`src/pkg/sesr_defs.svh`:
```
// Constants for the standard event status reporting block
`ifndef SESR_DEFS_SVH
`define SESR_DEFS_SVH

// ----------------------------------------------------------------
// Register reset values
// ----------------------------------------------------------------
`define SESR_FLAGS_RST   8'h80
`define SESR_MASK_RST    8'h00
`define SESR_ZERO8       8'h00

// ----------------------------------------------------------------
// Service request mask: bit 6 is never stored or reported
// ----------------------------------------------------------------
`define SESR_SRE_KEEP    8'hBF

// ----------------------------------------------------------------
// Standard event bit positions
// ----------------------------------------------------------------
`define SESR_EV_OPDONE   0
`define SESR_EV_REQCTL   1
`define SESR_EV_QUERY    2
`define SESR_EV_DEVFN    3
`define SESR_EV_EXEC     4
`define SESR_EV_CMD      5
`define SESR_EV_USER     6
`define SESR_EV_POWER    7

// ----------------------------------------------------------------
// Status byte bit positions
// ----------------------------------------------------------------
`define SESR_STB_MSGAV   4
`define SESR_STB_EVSUM   5
`define SESR_STB_SVREQ   6
// Status byte bits that may ever be set
`define SESR_STB_USED    8'h70

`endif

```
`src/pkg/sesr_pkg.sv`:
```
// Types for the standard event status reporting block
`default_nettype none

package sesr_pkg;

    // ------------------------------------------------------------
    // Operation-complete tracker states, one-hot
    // ------------------------------------------------------------
    typedef enum logic [1:0] {
        SESR_OPC_IDLE = 2'b01,  // No completion request pending
        SESR_OPC_WAIT = 2'b10   // Waiting for operations to finish
    } sesr_opc_e;

    // ------------------------------------------------------------
    // Whole block state
    // ------------------------------------------------------------
    typedef struct packed {
        logic [7:0] service_request_mask;      // Service request mask
        logic [7:0] standard_event_flags;      // Standard event flags
        logic [7:0] standard_event_mask;      // Standard event mask
        sesr_opc_e  opc;      // Completion tracker
        logic [7:0] rd_data;  // Query answer
        logic       rd_valid; // Query answer strobe
        logic [7:0] stb;      // Status byte
    } sesr_state_s;

endpackage : sesr_pkg

`default_nettype wire

```
`src/sesr_top.sv`:
```
// Standard event status registers, masks and status byte summaries
`timescale 1ns/100ps
`default_nettype none
`include "sesr_defs.svh"

module sesr_top #(
    parameter int EVW = 8  // Width of every register
) (
    // Clock and reset
    input  wire logic       clk,
    input  wire logic       rst_n,
    // Common command strobes
    input  wire logic       cls_cmd,
    input  wire logic       sre_wr,
    input  wire logic       sre_rd,
    input  wire logic       ese_wr,
    input  wire logic       ese_rd,
    input  wire logic       esr_rd,
    input  wire logic       stb_rd,
    input  wire logic [7:0] wr_data,
    // Completion request
    input  wire logic       opc_cmd,
    input  wire logic       ops_busy,
    // Event sources
    input  wire logic       query_error,
    input  wire logic       device_function_error,
    input  wire logic       execution_error,
    input  wire logic       command_error,
    input  wire logic       user_request,
    // Output queue state
    input  wire logic       msg_avail,
    // Query answer
    output logic [7:0]      rd_data,
    output logic            rd_valid,
    // Summaries
    output logic [7:0]      status_byte,
    output logic            event_summary,
    output logic            service_request
);

    // ------------------------------------------------------------
    // Elaboration check
    // ------------------------------------------------------------
    if (EVW != 8) begin : g_bad_width
        $error("sesr_top supports only EVW = 8");
    end

    // ------------------------------------------------------------
    // State
    // ------------------------------------------------------------
    localparam sesr_pkg::sesr_state_s RST_STATE = '{
        service_request_mask:      `SESR_MASK_RST,
        standard_event_flags:      `SESR_FLAGS_RST,
        standard_event_mask:      `SESR_MASK_RST,
        opc:      sesr_pkg::SESR_OPC_IDLE,
        rd_data:  `SESR_ZERO8,
        rd_valid: 1'b0,
        stb:      `SESR_ZERO8
    };

    sesr_pkg::sesr_state_s s;       // Registered state
    sesr_pkg::sesr_state_s next_s;  // Next state
    logic [7:0]            events;  // Events arriving this cycle
    logic                  opc_set; // Completion event this cycle

    // ------------------------------------------------------------
    // Next-state logic
    // ------------------------------------------------------------
    // Builds events, updates masks, flags, summaries and answers
    always_comb begin
        next_s   = s;
        opc_set  = 1'b0;
        // Completion tracker
        case (s.opc)
            sesr_pkg::SESR_OPC_IDLE: begin
                if (opc_cmd && !cls_cmd) begin
                    next_s.opc = sesr_pkg::SESR_OPC_WAIT;
                end
            end
            sesr_pkg::SESR_OPC_WAIT: begin
                if (cls_cmd) begin
                    // Clear abandons the pending request
                    next_s.opc = sesr_pkg::SESR_OPC_IDLE;
                end else if (!ops_busy) begin
                    opc_set    = 1'b1;
                    next_s.opc = sesr_pkg::SESR_OPC_IDLE;
                end
            end
            default: begin
                next_s.opc = sesr_pkg::SESR_OPC_IDLE;
            end
        endcase

        // Event vector in register order
        events                  = `SESR_ZERO8;
        events[`SESR_EV_OPDONE] = opc_set;
        events[`SESR_EV_REQCTL] = 1'b0;
        events[`SESR_EV_QUERY]  = query_error;
        events[`SESR_EV_DEVFN]  = device_function_error;
        events[`SESR_EV_EXEC]   = execution_error;
        events[`SESR_EV_CMD]    = command_error;
        events[`SESR_EV_USER]   = user_request;
        // Power bit is only loaded by reset
        events[`SESR_EV_POWER]  = 1'b0;

        // Flags: clear first, then new events win
        if (esr_rd || cls_cmd) begin
            next_s.standard_event_flags = `SESR_ZERO8;
        end
        next_s.standard_event_flags = next_s.standard_event_flags | events;

        // Service request mask write, bit 6 dropped
        if (sre_wr) begin
            next_s.service_request_mask = wr_data & `SESR_SRE_KEEP;
        end
        // Event mask write, weight 2^n to bit n
        if (ese_wr) begin
            next_s.standard_event_mask = wr_data;
        end

        // Status byte from the updated state
        next_s.stb = `SESR_ZERO8;
        next_s.stb[`SESR_STB_MSGAV] = msg_avail;
        next_s.stb[`SESR_STB_EVSUM] =
            |(next_s.standard_event_flags & next_s.standard_event_mask);
        next_s.stb[`SESR_STB_SVREQ] =
            |(next_s.stb & next_s.service_request_mask & `SESR_SRE_KEEP);

        // Query answer, one per cycle, flags first
        next_s.rd_valid = esr_rd | ese_rd | sre_rd | stb_rd;
        if (esr_rd) begin
            next_s.rd_data = s.standard_event_flags;
        end else if (ese_rd) begin
            next_s.rd_data = s.standard_event_mask;
        end else if (sre_rd) begin
            next_s.rd_data = s.service_request_mask & `SESR_SRE_KEEP;
        end else if (stb_rd) begin
            next_s.rd_data = s.stb;
        end else begin
            next_s.rd_data = `SESR_ZERO8;
        end
    end

    // ------------------------------------------------------------
    // State register
    // ------------------------------------------------------------
    // Reset loads the power-on flag
    always_ff @(posedge clk or negedge rst_n) begin
        if (!rst_n) begin
            s <= RST_STATE;
        end else begin
            s <= next_s;
        end
    end

    // ------------------------------------------------------------
    // Outputs
    // ------------------------------------------------------------
    assign rd_data         = s.rd_data;
    assign rd_valid        = s.rd_valid;
    assign status_byte     = s.stb;
    assign event_summary   = s.stb[`SESR_STB_EVSUM];
    assign service_request = s.stb[`SESR_STB_SVREQ];
endmodule : sesr_top

`default_nettype wire

```
`config.mk`:
```
export PLATFORM = sky130hd
export DESIGN_NAME = sesr_top
export DESIGN_NICKNAME = d
export VERILOG_FILES = /design/src/pkg/sesr_pkg.sv /design/src/sesr_top.sv
export VERILOG_INCLUDE_DIRS = /design/src /design/src/pkg
export SDC_FILE = /design/constraint.sdc
export NUM_CORES = 1
export LEC_CHECK = 0
export BUFFER_PORTS_ARGS = -buffer_cell sky130_fd_sc_hd__buf_2
export CAP_MARGIN = 10
export CORE_MARGIN = 2
export CORE_UTILIZATION = 51
export CTS_CLUSTER_SIZE = 14
export DETAILED_ROUTE_END_ITERATION = 8
export GPL_TIMING_DRIVEN = 1
export PLACE_DENSITY = 0.78
export SLEW_MARGIN = 15
export SYNTH_ARGS = -nofsm -noshare
export SYNTH_HDL_FRONTEND = slang
export SYNTH_SLANG_ARGS = --single-unit
```
`constraint.sdc`:
```
create_clock -name clk -period 2.1 [get_ports clk]
set_input_delay 0.21 -clock clk [delete_from_list [all_inputs] [get_ports clk]]
set_output_delay 0.21 -clock clk [all_outputs]
set_load 0.02 [all_outputs]
```
==> flow_metrics.env, run 1 <==
export IMPL_status="finished clean"
export IMPL_viasPerCell=5.26
export IMPL_fin_cells=210
export IMPL_die_w_um=60.6
export IMPL_rsz0062_at_grt="false"
export IMPL_area_growth_pct=13.3
export IMPL_drtPass1Iterations=4
export IMPL_rr_worst_depth=4
export IMPL_cp_num_buf_inv=0
export IMPL_antenna_found_initial=0
export IMPL_min_path_type="in -> reg"
export IMPL_start_util_pct=53.6
export IMPL_placement_io_buffers=38
export IMPL_path_max_fanout=2
export IMPL_maxSlewHeadroom_pct=46.9
export IMPL_maxCapViolCount=0
export IMPL_final_common_cell="buf_2"
export IMPL_final_cell_mix="buf_2, dfrtp_1, mux2_2, o21ai_0, nand2_1"
export IMPL_r2r_start="s[20]"
export IMPL_rrSetupSlack_ps=480
export IMPL_synthTopCellsByArea="dfrtp_1, mux2_2, buf_4"
export IMPL_r2r_end="status_byte[6]"
export IMPL_syn_mean_instance_area_um2=12.1
export IMPL_worstPathRequired_ps=2320
export IMPL_p_leak_nw=0.856
export IMPL_ios=44
export IMPL_cts_root_buf="clkbuf_4"
export IMPL_clk_path_buf_depth=2
export IMPL_clkLatencyLatePin_ps=340
export IMPL_dp_cells=200
export IMPL_skew_ps=11.8
export IMPL_clk_pin_slew_ps=110
export IMPL_synth_top_cell_area_share_pct=53.5
export IMPL_setup_worst_path_start="s[20]"
export IMPL_syn_inst=135
export IMPL_grt_max_degree=38
export IMPL_antenna_cells=0
export IMPL_syn_cell_area_um2=1640
export IMPL_max_slew_worst_pin_slew_ps=797
export IMPL_hpwl_mm=2.22
export IMPL_post_route_period_util_pct=77.4
export IMPL_synth_seq_area_share_pct=56.7
export IMPL_cp_cell_sequence="mux2_4, and2_0, a221o_1, o41a_1"
export IMPL_clock_sinks=37
export IMPL_drtIter0Drc=30
export IMPL_finalWirelength_mm=3.06
export IMPL_nets=190
export IMPL_synth_distinct_cells=31
export IMPL_drv_slew=0
export IMPL_fmaxAchievable_mhz=616
export IMPL_die_y_um=60.6
export IMPL_grt_first_pass_wirelength_mm=4.67
export IMPL_first_global_vias=1064
export IMPL_yosysWarnings=0
export IMPL_placeableCoreArea_um2=3050
export IMPL_fin_util_pct=60.7
export IMPL_cp_num_cells=4
export IMPL_die_area_um2=3680
export IMPL_synth_largest_area_cell="dfrtp_1"
export IMPL_crit_end="status_byte[6]"
export IMPL_drcViolationCount=0
export IMPL_max_stage_delay_ps=420
export IMPL_peakVddDrop_v=0.000433
export IMPL_n_fill_cell=279
export IMPL_htreeDepth=2
export IMPL_setup_viol=0
export IMPL_rows=20
export IMPL_gp_congestion=0.798
export IMPL_total_power_mw=1.54
export IMPL_synthArstFlopShare_pct=100
export IMPL_cts_buffers=5
export IMPL_cellPowerDensity_nw_per_um2=828
export IMPL_critPathLaunchType="flop"
export IMPL_vias=1104
export IMPL_crit_slowest_cell="o41a_1"
export IMPL_grt_overflow_total=0
export IMPL_antenna_left=0
export IMPL_cts_tree="yes"
export IMPL_worstSetupPathType="reg -> reg"
export IMPL_worst_path_dominant_cell_family="compound AO/OA/AOI/OAI gates"
export IMPL_post_cts_setup_buffers=0
export IMPL_synthFlopType="dfrtp_1"
export IMPL_track_usage_pct=18.3
export IMPL_layout_drive_gt1_share_pct=41.0
export IMPL_fin_setup_tns_ps=0
export IMPL_wire_per_inst_um=14.6
export IMPL_min_period_ps=1620
export IMPL_crit_path_end_kind="flop"
export IMPL_ys_ff_latch=37
export IMPL_synth_edff_count=0
export IMPL_arrival_ps=1850
export IMPL_hold_viol=0
[cells in the mapped netlist, types with 4 or more instances]
master / n
dfrtp_1: 35
buf_4: 17
mux2_2: 13
o21ai_0: 9
nand2_1: 7
a22oi_1: 6
nor3b_1: 5
or2_2: 5
a221o_1: 4
[stage by stage]
stage               hold slack [ps]  setup WS, ps  instance area [um^2]
floorplan                     -85.6           583                  1650
global placement                330           431                  1750
detailed placement              343           391                  1750
CTS                            51.6           498                  1850
global route                   68.2           432                  1850
finish                         60.1           476                  1850
[state kept, by name, summed over array words and instances (netlist names)]
signal       cells
s               25
status_byte      3
rd_valid         1
rd_data          8
[how the worst min path moves through the flow]
stage               cells past startpoint         end  slack, ps                   from
global placement                        1       s[31]        330                  rst_n
detailed placement                      1       s[18]        340                  rst_n
finish                                  2    rd_valid         60                 stb_rd
global route                            2       s[30]         70  device_function_error
floorplan                               0  rd_data[0]        -90                  rst_n
CTS                                     2    rd_valid         50                 stb_rd
[layer usage]
layer	wire length (um)	GRT usage, %	vias up	share of wire [%]
li1	-	-	513	-
met1	1270	21.6	545	41
met2	1540	30.4	41	50
met3	197	3.84	5	6.4
met4	57	11.5	0	1.9
met5	0	0	-	0
[final cells by class]
class / instances / area, um^2 / area share (%)
flip-flops and latches: 37 / 928 / 50.1
clock buffers: 7 / 55.1 / 2.97
repair buffers: 41 / 218 / 11.7
inverters: 2 / 7.51 / 0.405
well taps: 44 / 55.1 / 2.97
clock inverters: 1 / 30.0 / 1.62
multi-input cells: 78 / 561 / 30.2
[timing repair]
item                       CTS  global route
gates resized for setup      0             0
hold buffers                 2             0
hold endpoints to repair    36             0
setup endpoints to repair    0             0
[logic make-up after synthesis]
family	synth area share [%]
multiplexers	10.5
buffers and inverters	9.94
other	0.229
AND/OR/NAND/NOR	12.5
flip-flops	56.7
AO/OA/AOI/OAI	10.2
[where the power goes]
group          internal, mW  switching [mW]  total (mW)
clock network         0.284           0.220       0.505
logic                0.0993           0.131       0.230
registers             0.772          0.0296       0.801
total                  1.16           0.381        1.54
Power figures use the tool's default switching activity.
==> run 2, diff against run 1 <==
==> constraint.sdc (replaced) <==
create_clock -name clk -period 1.5 [get_ports clk]
set_input_delay 0.15 -clock clk [delete_from_list [all_inputs] [get_ports clk]]
set_output_delay 0.15 -clock clk [all_outputs]
set_load 0.02 [all_outputs]
==> run 2 against run 1 <==
Combinational power is 60% higher. Flip-flop and latch count stayed put. Cell count is 7.6% higher. Register-to-register slack worse by 540 ps. Die area stayed put. The run now ends with setup timing left. Sequential share of layout area is 3.6 points lower. Total power is 44% higher. Non-clock buffer count is 16 higher.
==> flow_metrics.env, run 2 (synthesized netlist as in run 1, its figures left out) <==
export IMPL_cts_root_buf="clkbuf_4"
export IMPL_grt_overflow_total=0
export IMPL_max_stage_delay_ps=420
export IMPL_die_area_um2=3680
export IMPL_post_route_period_util_pct=104
export IMPL_antenna_left=0
export IMPL_worstPathRequired_ps=1740
export IMPL_peakVddDrop_v=0.000579
export IMPL_grt_first_pass_wirelength_mm=5.57
export IMPL_rows=20
export IMPL_gp_congestion=0.869
export IMPL_cp_cell_sequence="mux2_4, and2_0, a221o_1, or3_1"
export IMPL_skew_ps=11.7
export IMPL_met3_usage_pct=9.38
export IMPL_track_usage_pct=21.9
export IMPL_n_fill_cell=233
export IMPL_status="finished, violations left"
export IMPL_area_growth_pct=22.2
export IMPL_crit_slowest_cell="dfrtp_1"
export IMPL_switchingPower_uw=564
export IMPL_clkLatencyLatePin_ps=360
export IMPL_switching_share_pct=25.5
export IMPL_placement_io_buffers=38
export IMPL_crit_path_end_kind="flop"
export IMPL_power_frac_seq_pct=50.7
export IMPL_die_w_um=60.6
export IMPL_antenna_cells=0
export IMPL_wire_per_inst_um=15.4
export IMPL_cellPowerDensity_nw_per_um2=1110
export IMPL_die_y_um=60.6
export IMPL_finalWirelength_mm=3.49
export IMPL_largest_reg_flops=25
export IMPL_final_cell_mix="buf_2, dfrtp_1, mux2_2, buf_4, o21ai_0"
export IMPL_antenna_found_initial=0
export IMPL_drcViolationCount=0
export IMPL_worstSetupPathType="reg -> reg"
export IMPL_met1_usage_pct=24.9
export IMPL_first_global_vias=1210
export IMPL_hold_viol=0
export IMPL_vias=1209
export IMPL_nets=206
export IMPL_clock_sinks=37
export IMPL_arrival_ps=1810
export IMPL_layout_drive_gt1_share_pct=43.4
export IMPL_drtPass1Iterations=4
export IMPL_holdWs_ps=9.52
export IMPL_viasPerCell=5.35
export IMPL_htreeDepth=2
export IMPL_grt_max_degree=20
export IMPL_violations="setup timing"
export IMPL_setup_viol=2
export IMPL_path_max_fanout=2
export IMPL_start_util_pct=53.6
export IMPL_intPower_mw=1.65
export IMPL_hpwl_mm=2.45
export IMPL_clk_pin_slew_ps=110
export IMPL_placeableCoreArea_um2=3050
export IMPL_clk_path_buf_depth=2
export IMPL_min_period_ps=1560
export IMPL_top_register="s"
export IMPL_final_common_cell="buf_2"
export IMPL_p_leak_nw=0.936
export IMPL_critPathLaunchType="flop"
export IMPL_drtIter0Drc=24
export IMPL_power_frac_clock_pct=32.7
export IMPL_fmaxAchievable_mhz=639
export IMPL_use_met2_pct=36.6
export IMPL_ios=44
export IMPL_min_path_type="in -> reg"
export IMPL_fin_ws_ps=-64.5
export IMPL_cts_tree="yes"
export IMPL_pre_cts_ws_ps=-87.1
export IMPL_cts_buffers=5
export IMPL_drv_slew=0
export IMPL_p_comb_share_pct=16.7
export IMPL_maxCapViolCount=0
export IMPL_rsz0062_at_grt="true"
export IMPL_grt_busiest_layer="met2"
## run 2: path summary, 6_finish.rpt
path	startpoint	end	slack, ps	cells past startpoint
min	query_error	s[29]	10	2
max	s[20]	status_byte[5]	-60	4
max in group asynchronous	rst_n	s[39]	790	3
min in group asynchronous	rst_n	s[18]	260	2
max reg2reg	s[20]	status_byte[5]	-60	4
min reg2reg	status_byte[4]	rd_data[4]	500	1
## run 2: layout make-up
type | count | area (um^2) | share of cell area (%)
clock buffers | 7 | 55.1 | 2.75
repair buffers | 57 | 363 | 18.1
well taps | 44 | 55.1 | 2.75
clock inverters | 1 | 30.0 | 1.50
multi-input cells | 78 | 561 | 28.0
flip-flops and latches | 37 | 928 | 46.4
inverters | 2 | 7.51 | 0.375
## run 2: per-layer routing
metal | vias to the layer above | wire length [um]
li1 | 543 | -
met1 | 602 | 1370
met2 | 53 | 1780
met3 | 11 | 255
met4 | 0 | 76
met5 | - | 0
## run 2: metrics by stage
| stage | utilization (%) | total power [mW] | area (um^2) | std cells | TNS (ps) |
|---|---|---|---|---|---|
| 6_report | 65.5 | 2.21 | 2000 | 226 | -116 |
| 5_1_grt | 65.5 | 2.31 | 2000 | 226 | -161 |
| 4_1_cts | 64.6 | 2.22 | 1970 | 223 | -64.5 |
| 3_5_place_dp | 59.7 | 1.48 | 1820 | 208 | -153 |
| 3_3_place_gp | 59.7 | 1.47 | 1820 | 208 | -54.5 |
| 2_1_floorplan | - | 1.38 | 1650 | 139 | 0 |
## run 2: what timing repair did
| item | in CTS | in global routing |
|---|---|---|
| pin swaps | 1 | 0 |
| endpoints found under the hold margin | 20 | 2 |
| buffers inserted | 2 | 1 |
| setup endpoints to repair | 2 | 2 |
| gates resized for setup | 0 | 0 |
| hold buffers | 5 | 2 |
## run 2: power groups by stage
stage                     Clock [mW]  Sequential, mW  Combinational [mW]
after floorplan                    0            1.14               0.242
after global placement             0            1.14               0.331
after detailed placement           0            1.14               0.342
after CTS                      0.734            1.12               0.362
after global routing           0.783            1.13               0.400
final                          0.724            1.12               0.369
## run 2: critical path, delay by kind of cell, from the launching register on
kind | cells | cell delay [ps]
compound gates | 1 | 290
flops | 1 | 420
mux | 1 | 280
simple gates | 2 | 460
